File: config.mk
export PLATFORM = sky130hd
export DESIGN_NAME = dals_seq
export DESIGN_NICKNAME = d
export VERILOG_FILES = /design/src/hw/dals_pkg.sv /design/src/hw/dals_dco.sv /design/src/hw/dals_chan.sv /design/src/hw/dals_seq.sv
export VERILOG_INCLUDE_DIRS = /design/src /design/src/hw
export SDC_FILE = /design/constraint.sdc
export NUM_CORES = 2
export LEC_CHECK = 0
export CAP_MARGIN = 20
export CORE_ASPECT_RATIO = 0.7
export CORE_MARGIN = 2
export CORE_UTILIZATION = 35
export DETAILED_ROUTE_END_ITERATION = 10
export DONT_BUFFER_PORTS = 1
export PLACE_DENSITY_LB_ADDON = 0.3
export SETUP_SLACK_MARGIN = 0.4
export SLEW_MARGIN = 20
export SYNTH_ARGS = -nofsm -noshare
export SYNTH_HDL_FRONTEND = slang
export SYNTH_SLANG_ARGS = --single-unit
File: constraint.sdc
create_clock -name pclk -period 11.27 [get_ports pclk]
set_clock_uncertainty 0.1 [all_clocks]
set_input_delay 2.8175 -clock pclk [delete_from_list [all_inputs] [get_ports pclk]]
set_output_delay 2.8175 -clock pclk [all_outputs]
set_load 0.01 [all_outputs]
File: src/hw/dals_map.svh
// register map, field layout, reset values and timing counts of the lock sequencer
// Functional notes
// (RULE1) dco step adjusts feedback divider modulator
// (RULE2) dco change reaches outputs and cascaded domains
// (RULE3) software keeps loop bandwidth within limits
// (RULE4) analog loops lock free-run before digital loops
// (RULE5) independent loops acquire on valid reference
// (RULE6) phase error word steers analog divider
// (RULE7) independent loops never disturb each other
// (RULE8) cascaded mode: loop three leads acquisition
// (RULE9) downstream loops ride loop three offset
// (RULE10) all enabled loops locked means synchronized
// (RULE11) vco3 held centered while downstream lock
// (RULE12) reference qualified before acquisition starts
// (RULE13) first error cancelled, later words filtered
// (RULE14) software recalibrates downstream by enable toggle
// (RULE15) disabled downstream loops track vco3 domain
// (RULE16) analog-only mode ignores digital loops entirely
// (RULE17) analog loops start in priority order
// (RULE18) denominator select picks 24 or 40 bit
// (RULE19) software never routes vco to both references
`ifndef DALS_MAP_SVH
`define DALS_MAP_SVH
`define DALS_OFF_CTRL 12'h000
`define DALS_OFF_PRIO 12'h004
`define DALS_OFF_QUAL 12'h008
`define DALS_OFF_GAIN 12'h00C
`define DALS_OFF_FSTEP 12'h010
`define DALS_OFF_DCO 12'h014
`define DALS_OFF_STAT 12'h018
`define DALS_OFF_DCO3 12'h01C
`define DALS_CTRL_W 13
`define DALS_PRIO_W 6
`define DALS_DCO_DEC_LSB 3
`define DALS_CTRL_RST 13'h001C
`define DALS_PRIO_RST 6'h24
`define DALS_QUAL_RST 16'h0100
`define DALS_GAIN_RST 4'h4
`define DALS_FSTEP_RST 24'h000001
`define DALS_LOCK_N 4'h8
`define DALS_LOCK_TOL 16'h0010
`define DALS_LVL_LAST 2'h3
`endif

File: src/hw/dals_pkg.sv
// types shared by the lock sequencer modules
package dals_pkg;
  typedef enum logic [1:0] {MD_INDEP = 2'h0, MD_CASC_DPLL = 2'h1, MD_CASC_APLL = 2'h2, MD_APLL_ONLY = 2'h3} dals_mode_t;
  typedef enum logic [5:0] {SQ_INIT = 6'h01, SQ_APLL = 6'h02, SQ_WAIT = 6'h04, SQ_SRC = 6'h08, SQ_SRCW = 6'h10,
    SQ_RUN = 6'h20} dals_seq_t;
  typedef enum logic [3:0] {CH_IDLE = 4'h1, CH_QUAL = 4'h2, CH_CANCEL = 4'h4, CH_TRACK = 4'h8} dals_ch_t;
  typedef struct packed {
    logic [2:0] den_sel;
    logic [1:0] casc;
    logic [2:0] dpll_en;
    logic [2:0] apll_en;
    dals_mode_t mode;
  } dals_ctrl_t;
  typedef struct packed {
    logic valid;
    logic signed [15:0] err;
  } dals_tdc_t;
  typedef struct packed {
    logic [31:0] steer;
    logic [15:0] cancel;
    logic cancel_stb;
    logic locked;
    logic active;
  } dals_chout_t;
  typedef struct packed {
    dals_ch_t st;
    logic [15:0] qcnt;
    logic [31:0] integ;
    logic [3:0] lcnt;
    logic [15:0] cancel;
    logic cstb;
  } dals_ch_st_t;
  typedef struct packed {
    dals_seq_t seq;
    logic [1:0] lvl;
    logic [1:0] ch;
    logic [2:0] apll_on;
    dals_ctrl_t ctrl;
    logic [5:0] prio;
    logic [15:0] qual;
    logic [3:0] gain;
    logic [23:0] fstep;
    logic [2:0] dco_inc;
    logic [2:0] dco_dec;
    logic [31:0] prdata;
    logic [2:0][31:0] steer;
  } dals_top_st_t;
endpackage : dals_pkg

File: src/hw/dals_dco.sv
// frequency step accumulator for one feedback divider modulator
`timescale 1ns/1ps
`include "dals_map.svh"
module dals_dco
  import dals_pkg::*;
(
  // clock and reset
  input wire logic pclk,
  input wire logic presetn,
  // step requests
  input wire logic inc,
  input wire logic dec,
  input wire logic [23:0] step,
  // accumulated offset
  output logic [31:0] offset
);
  logic [31:0] s_q;
  logic [31:0] s_d;

  always_comb
  begin
    s_d = s_q;
    // (RULE1) add or subtract step
    if (inc && !dec)
    begin
      s_d = s_q + {8'h00, step};
    end
    else if (dec && !inc)
    begin
      s_d = s_q - {8'h00, step};
    end
  end

  always_ff @(posedge pclk or negedge presetn)
  begin
    if (!presetn)
    begin
      s_q <= 32'h00000000;
    end
    else
    begin
      s_q <= s_d;
    end
  end

  assign offset = s_q;
endmodule : dals_dco

File: src/hw/dals_chan.sv
// one digital loop: reference qualification, phase cancel, filtered steering
`timescale 1ns/1ps
`include "dals_map.svh"
module dals_chan
  import dals_pkg::*;
(
  // clock and reset
  input wire logic pclk,
  input wire logic presetn,
  // control
  input wire logic run,
  input wire logic ref_ok,
  input wire logic [15:0] qual_cnt,
  input wire logic [3:0] gain,
  input wire logic apll_locked,
  // phase detector
  input wire dals_tdc_t tdc,
  // loop results
  output dals_chout_t chout
);
  dals_ch_st_t s_q;
  dals_ch_st_t s_d;
  logic signed [31:0] e32;
  logic [15:0] mag;

  always_comb
  begin
    s_d = s_q;
    s_d.cstb = 1'b0;
    e32 = 32'(tdc.err);
    mag = tdc.err[15] ? 16'(-tdc.err) : tdc.err;
    case (s_q.st)
      CH_IDLE:
      begin
        // (RULE5) start once reference valid
        if (run && ref_ok)
        begin
          s_d.st = CH_QUAL;
          s_d.qcnt = 16'h0000;
        end
        if (!run)
        begin
          s_d.integ = 32'h00000000;
        end
      end
      CH_QUAL:
      begin
        // (RULE12) reference must outlast qualification
        if (!run || !ref_ok)
        begin
          s_d.st = CH_IDLE;
        end
        else if (s_q.qcnt >= qual_cnt)
        begin
          s_d.st = CH_CANCEL;
        end
        else
        begin
          s_d.qcnt = s_q.qcnt + 16'h0001;
        end
      end
      CH_CANCEL:
      begin
        // (RULE13) first error cancelled unfiltered
        if (!run || !ref_ok)
        begin
          s_d.st = CH_IDLE;
        end
        else if (tdc.valid)
        begin
          s_d.cancel = tdc.err;
          s_d.cstb = 1'b1;
          s_d.integ = 32'h00000000;
          s_d.lcnt = 4'h0;
          s_d.st = CH_TRACK;
        end
      end
      CH_TRACK:
      begin
        // loss of reference keeps the integrator as holdover
        if (!run || !ref_ok)
        begin
          s_d.st = CH_IDLE;
        end
        else if (tdc.valid)
        begin
          // (RULE6) filtered word steers divider
          s_d.integ = 32'($signed(s_q.integ) + (e32 >>> gain));
          if (mag > `DALS_LOCK_TOL)
          begin
            s_d.lcnt = 4'h0;
          end
          else if (s_q.lcnt != `DALS_LOCK_N)
          begin
            s_d.lcnt = s_q.lcnt + 4'h1;
          end
        end
      end
      default:
      begin
        s_d.st = CH_IDLE;
      end
    endcase
  end

  always_ff @(posedge pclk or negedge presetn)
  begin
    if (!presetn)
    begin
      s_q <= '{st: CH_IDLE, default: '0};
    end
    else
    begin
      s_q <= s_d;
    end
  end

  assign chout = '{steer: s_q.integ, cancel: s_q.cancel, cancel_stb: s_q.cstb,
    locked: (s_q.st == CH_TRACK) && (s_q.lcnt == `DALS_LOCK_N) && apll_locked, active: s_q.st != CH_IDLE};
endmodule : dals_chan

File: src/hw/dals_seq.sv
// lock sequencer top: apb registers, analog start order, three digital loops
//
// Implementation choices: register access over APB and the placing of the registers.
`timescale 1ns/1ps
`include "dals_map.svh"
module dals_seq
  import dals_pkg::*;
(
  // clock and reset
  input wire logic pclk,
  input wire logic presetn,
  // apb slave
  input wire logic [11:0] paddr,
  input wire logic psel,
  input wire logic penable,
  input wire logic pwrite,
  input wire logic [31:0] pwdata,
  input wire logic [3:0] pstrb,
  output logic [31:0] prdata,
  output logic pready,
  output logic pslverr,
  // loop status from the analog side
  input wire logic [2:0] ref_valid,
  input wire logic vco3_ref_ok,
  input wire logic [2:0] apll_lock,
  input wire dals_tdc_t [2:0] tdc,
  // analog loop control
  output logic [2:0] analog_loop_enable,
  output logic [1:0] apll_casc_sel,
  output logic vco3_hold_center,
  output logic [2:0] denominator_select,
  // digital loop results
  output logic [2:0] dpll_run,
  output logic [2:0] dpll_locked,
  output logic [2:0][31:0] fb_sdm_adj,
  output logic [2:0][31:0] n_sdm_steer,
  output logic [2:0] phase_cancel_stb,
  output logic [2:0][15:0] phase_cancel_word,
  output logic all_synced
);
  dals_top_st_t s_q;
  dals_top_st_t s_d;
  dals_chout_t [2:0] chout;
  logic [2:0][31:0] dco_off;
  logic [2:0] run_w;
  logic [2:0] ref_ok_w;
  logic [2:0] dpll_want;
  logic hit;
  logic acc;
  logic wen;
  logic src_defer;
  logic adv_done;
  logic [1:0] adv_ch;
  logic [1:0] adv_lvl;
  logic [1:0] prio_ch;
  logic [31:0] rmux;
  logic [31:0] wval;
  logic [31:0] own;

  function automatic logic [31:0] merge(input logic [31:0] old, input logic [31:0] wd, input logic [3:0] be);
    logic [31:0] r;
    r = old;
    for (int b = 0; b < 4; b++)
    begin
      if (be[b])
      begin
        r[b*8 +: 8] = wd[b*8 +: 8];
      end
    end
    return r;
  endfunction : merge

  // apb decode; every access completes in its first access cycle
  always_comb
  begin
    case (paddr)
      `DALS_OFF_CTRL: rmux = {19'h0, s_q.ctrl};
      `DALS_OFF_PRIO: rmux = {26'h0, s_q.prio};
      `DALS_OFF_QUAL: rmux = {16'h0, s_q.qual};
      `DALS_OFF_GAIN: rmux = {28'h0, s_q.gain};
      `DALS_OFF_FSTEP: rmux = {8'h0, s_q.fstep};
      `DALS_OFF_DCO: rmux = 32'h00000000;
      `DALS_OFF_STAT: rmux = {18'h0, vco3_hold_center, all_synced, apll_lock, dpll_locked, s_q.seq};
      `DALS_OFF_DCO3: rmux = dco_off[2];
      default: rmux = 32'h00000000;
    endcase
    hit = (paddr[1:0] == 2'h0) && (paddr <= `DALS_OFF_DCO3);
  end

  assign acc = psel && penable;
  assign wen = acc && pwrite && hit;
  assign pready = 1'b1;
  assign pslverr = acc && !hit;
  assign prdata = s_q.prdata;

  // cascaded downstream loops defer the source loop start
  assign src_defer = s_q.ctrl.apll_en[2] && |(s_q.ctrl.casc & s_q.ctrl.apll_en[1:0]);

  always_comb
  begin
    adv_ch = s_q.ch + 2'h1;
    adv_lvl = s_q.lvl;
    adv_done = 1'b0;
    prio_ch = s_q.prio[s_q.ch*2 +: 2];
    if (s_q.ch == 2'h2)
    begin
      adv_ch = 2'h0;
      adv_lvl = s_q.lvl + 2'h1;
      adv_done = s_q.lvl == `DALS_LVL_LAST;
    end
  end

  always_comb
  begin
    s_d = s_q;
    wval = merge(32'h0, pwdata, pstrb);
    s_d.dco_inc = 3'h0;
    s_d.dco_dec = 3'h0;
    if (psel && !penable)
    begin
      s_d.prdata = rmux;
    end
    if (wen)
    begin
      case (paddr)
        `DALS_OFF_CTRL: s_d.ctrl = dals_ctrl_t'(13'(merge({19'h0, s_q.ctrl}, pwdata, pstrb)));
        `DALS_OFF_PRIO: s_d.prio = 6'(merge({26'h0, s_q.prio}, pwdata, pstrb));
        `DALS_OFF_QUAL: s_d.qual = 16'(merge({16'h0, s_q.qual}, pwdata, pstrb));
        `DALS_OFF_GAIN: s_d.gain = 4'(merge({28'h0, s_q.gain}, pwdata, pstrb));
        `DALS_OFF_FSTEP: s_d.fstep = 24'(merge({8'h0, s_q.fstep}, pwdata, pstrb));
        `DALS_OFF_DCO:
        begin
          s_d.dco_inc = wval[2:0];
          s_d.dco_dec = wval[`DALS_DCO_DEC_LSB +: 3];
        end
        default:
        begin
          s_d.prdata = s_q.prdata;
        end
      endcase
    end
    case (s_q.seq)
      SQ_INIT:
      begin
        s_d.apll_on = 3'h0;
        s_d.lvl = 2'h0;
        s_d.ch = 2'h0;
        s_d.seq = SQ_APLL;
      end
      SQ_APLL:
      begin
        // (RULE17) one loop at a time, in priority level order
        if (s_q.ctrl.apll_en[s_q.ch] && (prio_ch == s_q.lvl) && !((s_q.ch == 2'h2) && src_defer))
        begin
          s_d.apll_on[s_q.ch] = 1'b1;
          s_d.seq = SQ_WAIT;
        end
        else
        begin
          s_d.ch = adv_ch;
          s_d.lvl = adv_lvl;
          s_d.seq = adv_done ? SQ_SRC : SQ_APLL;
        end
      end
      SQ_WAIT:
      begin
        // (RULE17) next loop only after lock or enable cleared
        if (apll_lock[s_q.ch] || !s_q.ctrl.apll_en[s_q.ch])
        begin
          s_d.ch = adv_ch;
          s_d.lvl = adv_lvl;
          s_d.seq = adv_done ? SQ_SRC : SQ_APLL;
        end
      end
      SQ_SRC:
      begin
        // (RULE11) source loop locks after downstream
        if (src_defer)
        begin
          s_d.apll_on[2] = 1'b1;
          s_d.seq = SQ_SRCW;
        end
        else
        begin
          s_d.seq = SQ_RUN;
        end
      end
      SQ_SRCW:
      begin
        if (apll_lock[2])
        begin
          s_d.seq = SQ_RUN;
        end
      end
      SQ_RUN:
      begin
        s_d.seq = SQ_RUN;
      end
      default:
      begin
        s_d.seq = SQ_INIT;
      end
    endcase
    // (RULE15) disabled downstream loops follow vco3
    for (int i = 2; i >= 0; i--)
    begin
      // (RULE16) analog-only steering is dco alone
      own = (s_q.ctrl.mode == MD_APLL_ONLY) ? dco_off[i] : chout[i].steer;
      if ((i < 2) && s_q.ctrl.casc[i] && !run_w[i])
      begin
        // (RULE2) upstream adjustment carried downstream
        own = own + s_d.steer[2];
      end
      s_d.steer[i] = own;
    end
  end

  always_ff @(posedge pclk or negedge presetn)
  begin
    if (!presetn)
    begin
      s_q <= '{seq: SQ_INIT, ctrl: dals_ctrl_t'(`DALS_CTRL_RST), prio: `DALS_PRIO_RST, qual: `DALS_QUAL_RST,
        gain: `DALS_GAIN_RST, fstep: `DALS_FSTEP_RST, default: '0};
    end
    else
    begin
      s_q <= s_d;
    end
  end

  always_comb
  begin
    for (int i = 0; i < 3; i++)
    begin
      // (RULE16) digital loops unused in analog-only mode
      dpll_want[i] = s_q.ctrl.dpll_en[i] && (s_q.ctrl.mode != MD_APLL_ONLY);
      // (RULE4) digital loops wait for free-run
      run_w[i] = dpll_want[i] && (s_q.seq == SQ_RUN) && analog_loop_enable[i];
      // (RULE8) loop three keeps its own reference
      // (RULE9) downstream reference is vco3 domain
      ref_ok_w[i] = ((s_q.ctrl.mode == MD_CASC_DPLL) && (i < 2)) ? vco3_ref_ok : ref_valid[i];
    end
  end

  // (RULE7) each loop has its own instance
  for (genvar g = 0; g < 3; g++)
  begin : g_loop
    dals_chan u_chan (
      .pclk(pclk),
      .presetn(presetn),
      .run(run_w[g]),
      .ref_ok(ref_ok_w[g]),
      .qual_cnt(s_q.qual),
      .gain(s_q.gain),
      .apll_locked(apll_lock[g]),
      .tdc(tdc[g]),
      .chout(chout[g])
    );
    dals_dco u_dco (
      .pclk(pclk),
      .presetn(presetn),
      .inc(s_q.dco_inc[g]),
      .dec(s_q.dco_dec[g]),
      .step(s_q.fstep),
      .offset(dco_off[g])
    );
    assign dpll_locked[g] = chout[g].locked;
    assign phase_cancel_stb[g] = chout[g].cancel_stb;
    assign phase_cancel_word[g] = chout[g].cancel;
    // (RULE1) offset feeds feedback divider outside analog-only mode
    assign fb_sdm_adj[g] = (s_q.ctrl.mode == MD_APLL_ONLY) ? 32'h0 : dco_off[g];
  end

  // (RULE14) enable bit low drops the loop
  assign analog_loop_enable = s_q.apll_on & s_q.ctrl.apll_en;
  assign apll_casc_sel = s_q.ctrl.casc;
  // (RULE11) hold vco3 during downstream start
  assign vco3_hold_center = src_defer && ((s_q.seq == SQ_APLL) || (s_q.seq == SQ_WAIT) || (s_q.seq == SQ_INIT));
  // (RULE18) zero selects programmable denominator
  assign denominator_select = s_q.ctrl.den_sel;
  assign dpll_run = run_w;
  assign n_sdm_steer = s_q.steer;
  // (RULE10) everything enabled locked
  assign all_synced = (s_q.seq == SQ_RUN) && (&(~s_q.ctrl.apll_en | apll_lock)) && (&(~dpll_want | dpll_locked));
endmodule : dals_seq

Word-level counts from Yosys, hierarchy flattened
Cells that the tools add are included.

Word-level logic and storage cells: 385. Bits of input ports: 111. Register bits after elaboration: 525. Output and inout bits: 293.

Magnitude comparators: 9. Shift-type cells: 4. Bitwise operators: 10. Reductions and logical operators: 111. Eq/ne operators: 79. Multiplexer cells: 106. Add/subtract/negate cells: 22.

Operator list (count): $mux W32 (19); $mux W53 (6); $pmux W32 S3 (3); $pmux W32 S7 (1); $mux W36 (6); $add A32 B32 Y32 (5); $mux W16 (9); $add A32 B24 Y32 (3); $mux W4 (24); $pmux W16 S2 (3); $sshr A16 B4 Y32 (3); $sub A32 B24 Y32 (3); $mux W20 (3); $ne A2 B2 Y1 const B (28); $add A16 B1 Y16 const B (3); $eq A12 B5 Y1 const B (4); $ge A16 B16 Y1 (3); $gt A16 B5 Y1 const B (3); $neg A16 Y16 (3); $pmux W4 S4 (3); $reduce_and A3 Y1 (16); $logic_and A1 B1 Y1 (40); $mux W38 (1); $pmux W6 S6 (1); other kinds (52) (148).

Logic depth before layout (Yosys ltp)
Depth in word-level cells: 10. Depth in mapped cells: 21. Mapped depth without buffers: 21.

By module
A second synthesis with hierarchy kept.

Cells, all modules: 5555. Area total of the unflattened synthesis: 45732.6 sq um.

By module, submodules not included: dals_seq (area an instance 15986.6 sq um, instances 1, cells an instance 1866, sequential area each 5266.3 sq um); dals_chan at g_loop[0].u_chan ... (area an instance 6331.1 sq um, instances 2, cells an instance 789, sequential area each 1828.0 sq um); dals_dco at g_loop[0].u_dco ... (area an instance 3484.6 sq um, instances 2, cells an instance 441, sequential area each 800.8 sq um); dals_chan at g_loop[1].u_chan (area an instance 6575.1 sq um, instances 1, cells an instance 792, sequential area each 1828.0 sq um); dals_dco at g_loop[2].u_dco (area an instance 3539.6 sq um, instances 1, cells an instance 437, sequential area each 800.8 sq um).

Worst setup path after synthesis
No wires, ideal clock.

Path type: input-to-output. Start point: input port apll_lock[1]. End point: output port all_synced. Slack: 4374 ps. Arrival: 3978 ps. Cell stages on the path: 5. Path through: and3_1 -> inv_1 -> a222oi_1 -> nor2_1 -> a2111oi_0.

Cells in the longest elaborated chain, start to end: 4. Elaborated cells on any way between the ends: 7. Classes of those cells: 2 x bitwise; 5 x reduce/logical.

RTL lines: start: declaration (RTL line dals_seq.sv:25) `input wire logic [2:0] apll_lock,`; $or A3 B3 Y3 / $logic_and A1 B1 Y1 (equally long branches) (RTL line dals_seq.sv:284, dals_chan.sv:119); $reduce_and A3 Y1 / $or A3 B3 Y3 (equally long branches) (RTL line dals_seq.sv:284) `assign all_synced = (s_q.seq == SQ_RUN) && (&(~s_q.ctrl.apll_en | apll_lock)) && (&(~dpll_want | dpll_locked)) ...`; $logic_and A1 B1 Y1 / $reduce_and A3 Y1 (equally long branches) (RTL line dals_seq.sv:284); $logic_and A1 B1 Y1 * (RTL line dals_seq.sv:284); end: declaration (RTL line dals_seq.sv:39) `output logic all_synced`.

Mark *: on every way between the ends. The rest lies on a longest branch, timed or not.

Worst setup path in the final report
Ends and elaborated chain as after synthesis.

==> results.cfg <==
[worst_hold_path]
hold_path.startpoint = g_loop[1].u_chan.chout[50]
whs_path_depth = 1
min_to = g_loop[1].u_chan.chout[50]
hp-class = register to register

[yosys]
async_flop_share = 1.00
synth-edff-count = 0
netlist-cell-type-count = 90
synth_top_area_frac = 0.309
ys_warn_count = 0
synth_area_per_cell_um2 = 8.22
synthTopCellsByArea = dfrtp_1 31%, ha_1 10%, nand2_1 7.7%, o21ai_0 5.2%, xor2_1 4.4%
ys.flop_type = dfrtp_1
yosys.area.top_type = dfrtp_1
yosysSeqAreaShare = 0.316
syn_area_mm2 = 0.0416
syn_inst = 5057
synth-seq-cells = 525
synth_nets = 5507

[cells_and_area]
drive_gt1_frac = 0.0726
fillers = 12049
area_growth_pct = 5.34
finalNetCount = 5180

[power_and_ir_drop]
switchingPower_mw = 1.02
vdd_drop_max_uv = 114
power_frac_clock = 0.522
power_mw = 4.29
p_int_mw = 3.27
power_frac_seq = 0.440
cellLeakagePower_nw = 21.2
p_per_area_mw_per_mm2 = 97.9
switching_share = 0.238
pwr-share-comb = 0.038

[timing]
slew_headroom = 0.327
post-route-period-util = 0.678
hold_ws_ns = 0.396
worst_slew_pin_slew_ns = 1.01
min_period_ns = 7.64
grt_setup_unrepaired = no
finalHoldViolCount = 0
fin_setup_tns_ns = 0
setup_viol = 0
slew_viol_final = 0
clock.fmax_ghz = 0.131

[route]
drt-pass1-iter-count = 6
vias = 34748
dr.first_iter.drc_count = 3324
routedWlPerCell_um = 22.3
routed_via_density = 5.49
postRouteAntennaNets = 0
drt-total-wl_um = 141000
drc_errors = 0

[worst_setup_path]
crit_path_max_fanout = 5
slowest_stage = a2111oi_1
critical_path_class = primary input to primary output
cp-end-kind = primary output
critPathBufInv = 2
rr_worst_depth = 18
timing.rr.start = s_q[136]
worstPathRequired_ns = 8.35
r2r_end = g_loop[1].u_dco.offset[30]
r2r_setup_slack_ns = 4.85
crit_chain = and3_1 > inv_1 > a222oi_1 > nor2_1 > a2111oi_1 > buf_4
start_kind = primary input
crit_arrival_ns = 4.72
cp_top_family = compound AO/OA/AOI/OAI gates
slowest_delay_ns = 0.81
startpoint = apll_lock[1]

[grt]
grt_start_max_net_pins = 526
grt-ovfl-total = 0
grt_antenna_before_repair = 4
grt_pass1_vias = 32255
grt_pass1_wl_um = 212000
track_usage = 0.226

[flow_run]
cap_violations = 0

[clocking]
root_buffer = clkbuf_16
hold_buffers = 0
cts_tree = built
post_cts_resized = 0
clk_latency_ns = 0.68
cts_sinks = 525
clk_pin_slew_worst_paths_ns = 0.06
numCtsBuffers = 59
htreeDepth = 2
clock_path_buffers = 3
cts_setup_buffers = 0

[floorplanning]
io_pins = 404
start_util = 0.354
placeableCoreArea_mm2 = 0.117
die_h_um = 292
die_area_mm2 = 0.122
rows = 105
fp.dieW_um = 416

[placement]
portBuffers = 0
hpwl_um = 108000
gp_congestion = 0.935

[outcome]
status = finished clean
layout by cell type, fill, tap and decap left out, types with 12 or more instances in the layout:
cell type,n
a22oi_1,20
a21o_1,132
o21ai_0,427
buf_4,27
mux2_2,132
o22ai_1,13
nand2_1,854
inv_1,138
mux2i_1,63
o21a_1,44
a31oi_1,45
dfrtp_1,512
o21bai_1,29
nand2b_1,51
and2_1,123
o31ai_1,31
or2_2,14
dfstp_2,12
and3_1,32
xor2_1,209
or3_1,34
nor2b_1,45
nor3b_1,13
a21oi_1,301
nand4_1,32
nor2_1,388
nor4_1,19
nand3_1,106
clkbuf_16,59
bufinv_16,13
nor3_1,78
ha_1,328
o211ai_1,32
a211oi_1,43
xnor2_1,135
through the flow:
step,util,area (µm²),setup WS (ns),instances
after detailed placement,0.353,41500,3.74,6216
final,0.373,43800,3.63,6334
after global placement,0.353,41500,3.71,6216
after global routing,0.373,43800,3.58,6332
after CTS,0.372,43700,3.72,6328
after floorplan,-,41600,4.37,5057
synthesized netlist by cell type (14+ instances only):
master,instances
inv_1,138
nand3_1,106
or3_1,34
ha_1,331
or2_2,14
o21a_1,45
nand2b_1,51
buf_4,191
dfrtp_1,513
xor2_1,209
a211oi_1,43
and2_1,124
buf_1,21
nor4_1,19
a21o_1,132
o21bai_1,29
clkbuf_1,203
nor2_1,391
a22oi_1,20
o31ai_1,31
a31oi_1,45
o211ai_1,32
mux2_2,132
and3_1,32
mux2i_1,63
nor2b_1,47
nand2_1,856
o21ai_0,428
nand4_1,32
nor3_1,80
xnor2_1,135
a21oi_1,301
power groups by stage:
stage                     combinational (mW)  clock [mW]  sequential, mW
after floorplan                        0.112           0            1.92
after global placement                 0.123           0            1.92
after detailed placement               0.125           0            1.92
after CTS                              0.126        2.29            1.89
after global routing                   0.184        2.37            1.89
final                                  0.163        2.24            1.89
sequential cells by signal, summed over array words and instances, names as in the netlist:
name and flops:
denominator_select 3, n_sdm_steer 96, g_loop.u_chan.chout 147, s_q 77, apll_casc_sel 2, g_loop.u_dco.offset 96
g_loop.u_chan.s_q 72, prdata 32
how the worst max path moves through the flow:
stage | end | slack [ns] | cells past startpoint
floorplan | all_synced | 4.37 | 5
global placement | all_synced | 3.71 | 6
detailed placement | all_synced | 3.74 | 6
CTS | all_synced | 3.72 | 8
global route | all_synced | 3.58 | 8
finish | all_synced | 3.63 | 6
final cells by class:
| type | instances | area, µm² | area share |
|---|---|---|---|
| tap | 1551 | 1940 | 0.0443 |
| clock inverter | 38 | 581 | 0.0133 |
| timing repair buffer | 32 | 319 | 0.00729 |
| clock buffer | 74 | 1620 | 0.0371 |
| antenna | 2 | 5.00 | 0.000114 |
| multi-input combinational | 3972 | 25600 | 0.586 |
| inverter | 140 | 526 | 0.0120 |
| sequential | 525 | 13200 | 0.300 |
cell families (layout without fill, tap and decap cells):
logic type / Yosys count / after routing / share of synthesized area
and+or+nand+nor: 1842 / 1842 / 0.200
AOI/OAI and AO/OA: 1240 / 1240 / 0.182
buffers and inverters: 560 / 284 / 0.0684
DFF: 525 / 525 / 0.316
xor gates and xnor gates: 344 / 344 / 0.0725
adders and majority gates: 339 / 339 / 0.103
muxes: 206 / 206 / 0.0569
other: 1 / 3 / 0.0000902
layer usage:
layer / wire (µm) / vias to the layer above / GRT usage
li1: - / 16830 / -
met1: 67200 / 16669 / 0.330
met2: 60900 / 1100 / 0.344
met3: 9500 / 149 / 0.0370
met4: 3850 / 0 / 0.0584
met5: 0 / - / 0
(Power assumes the default switching activity.)
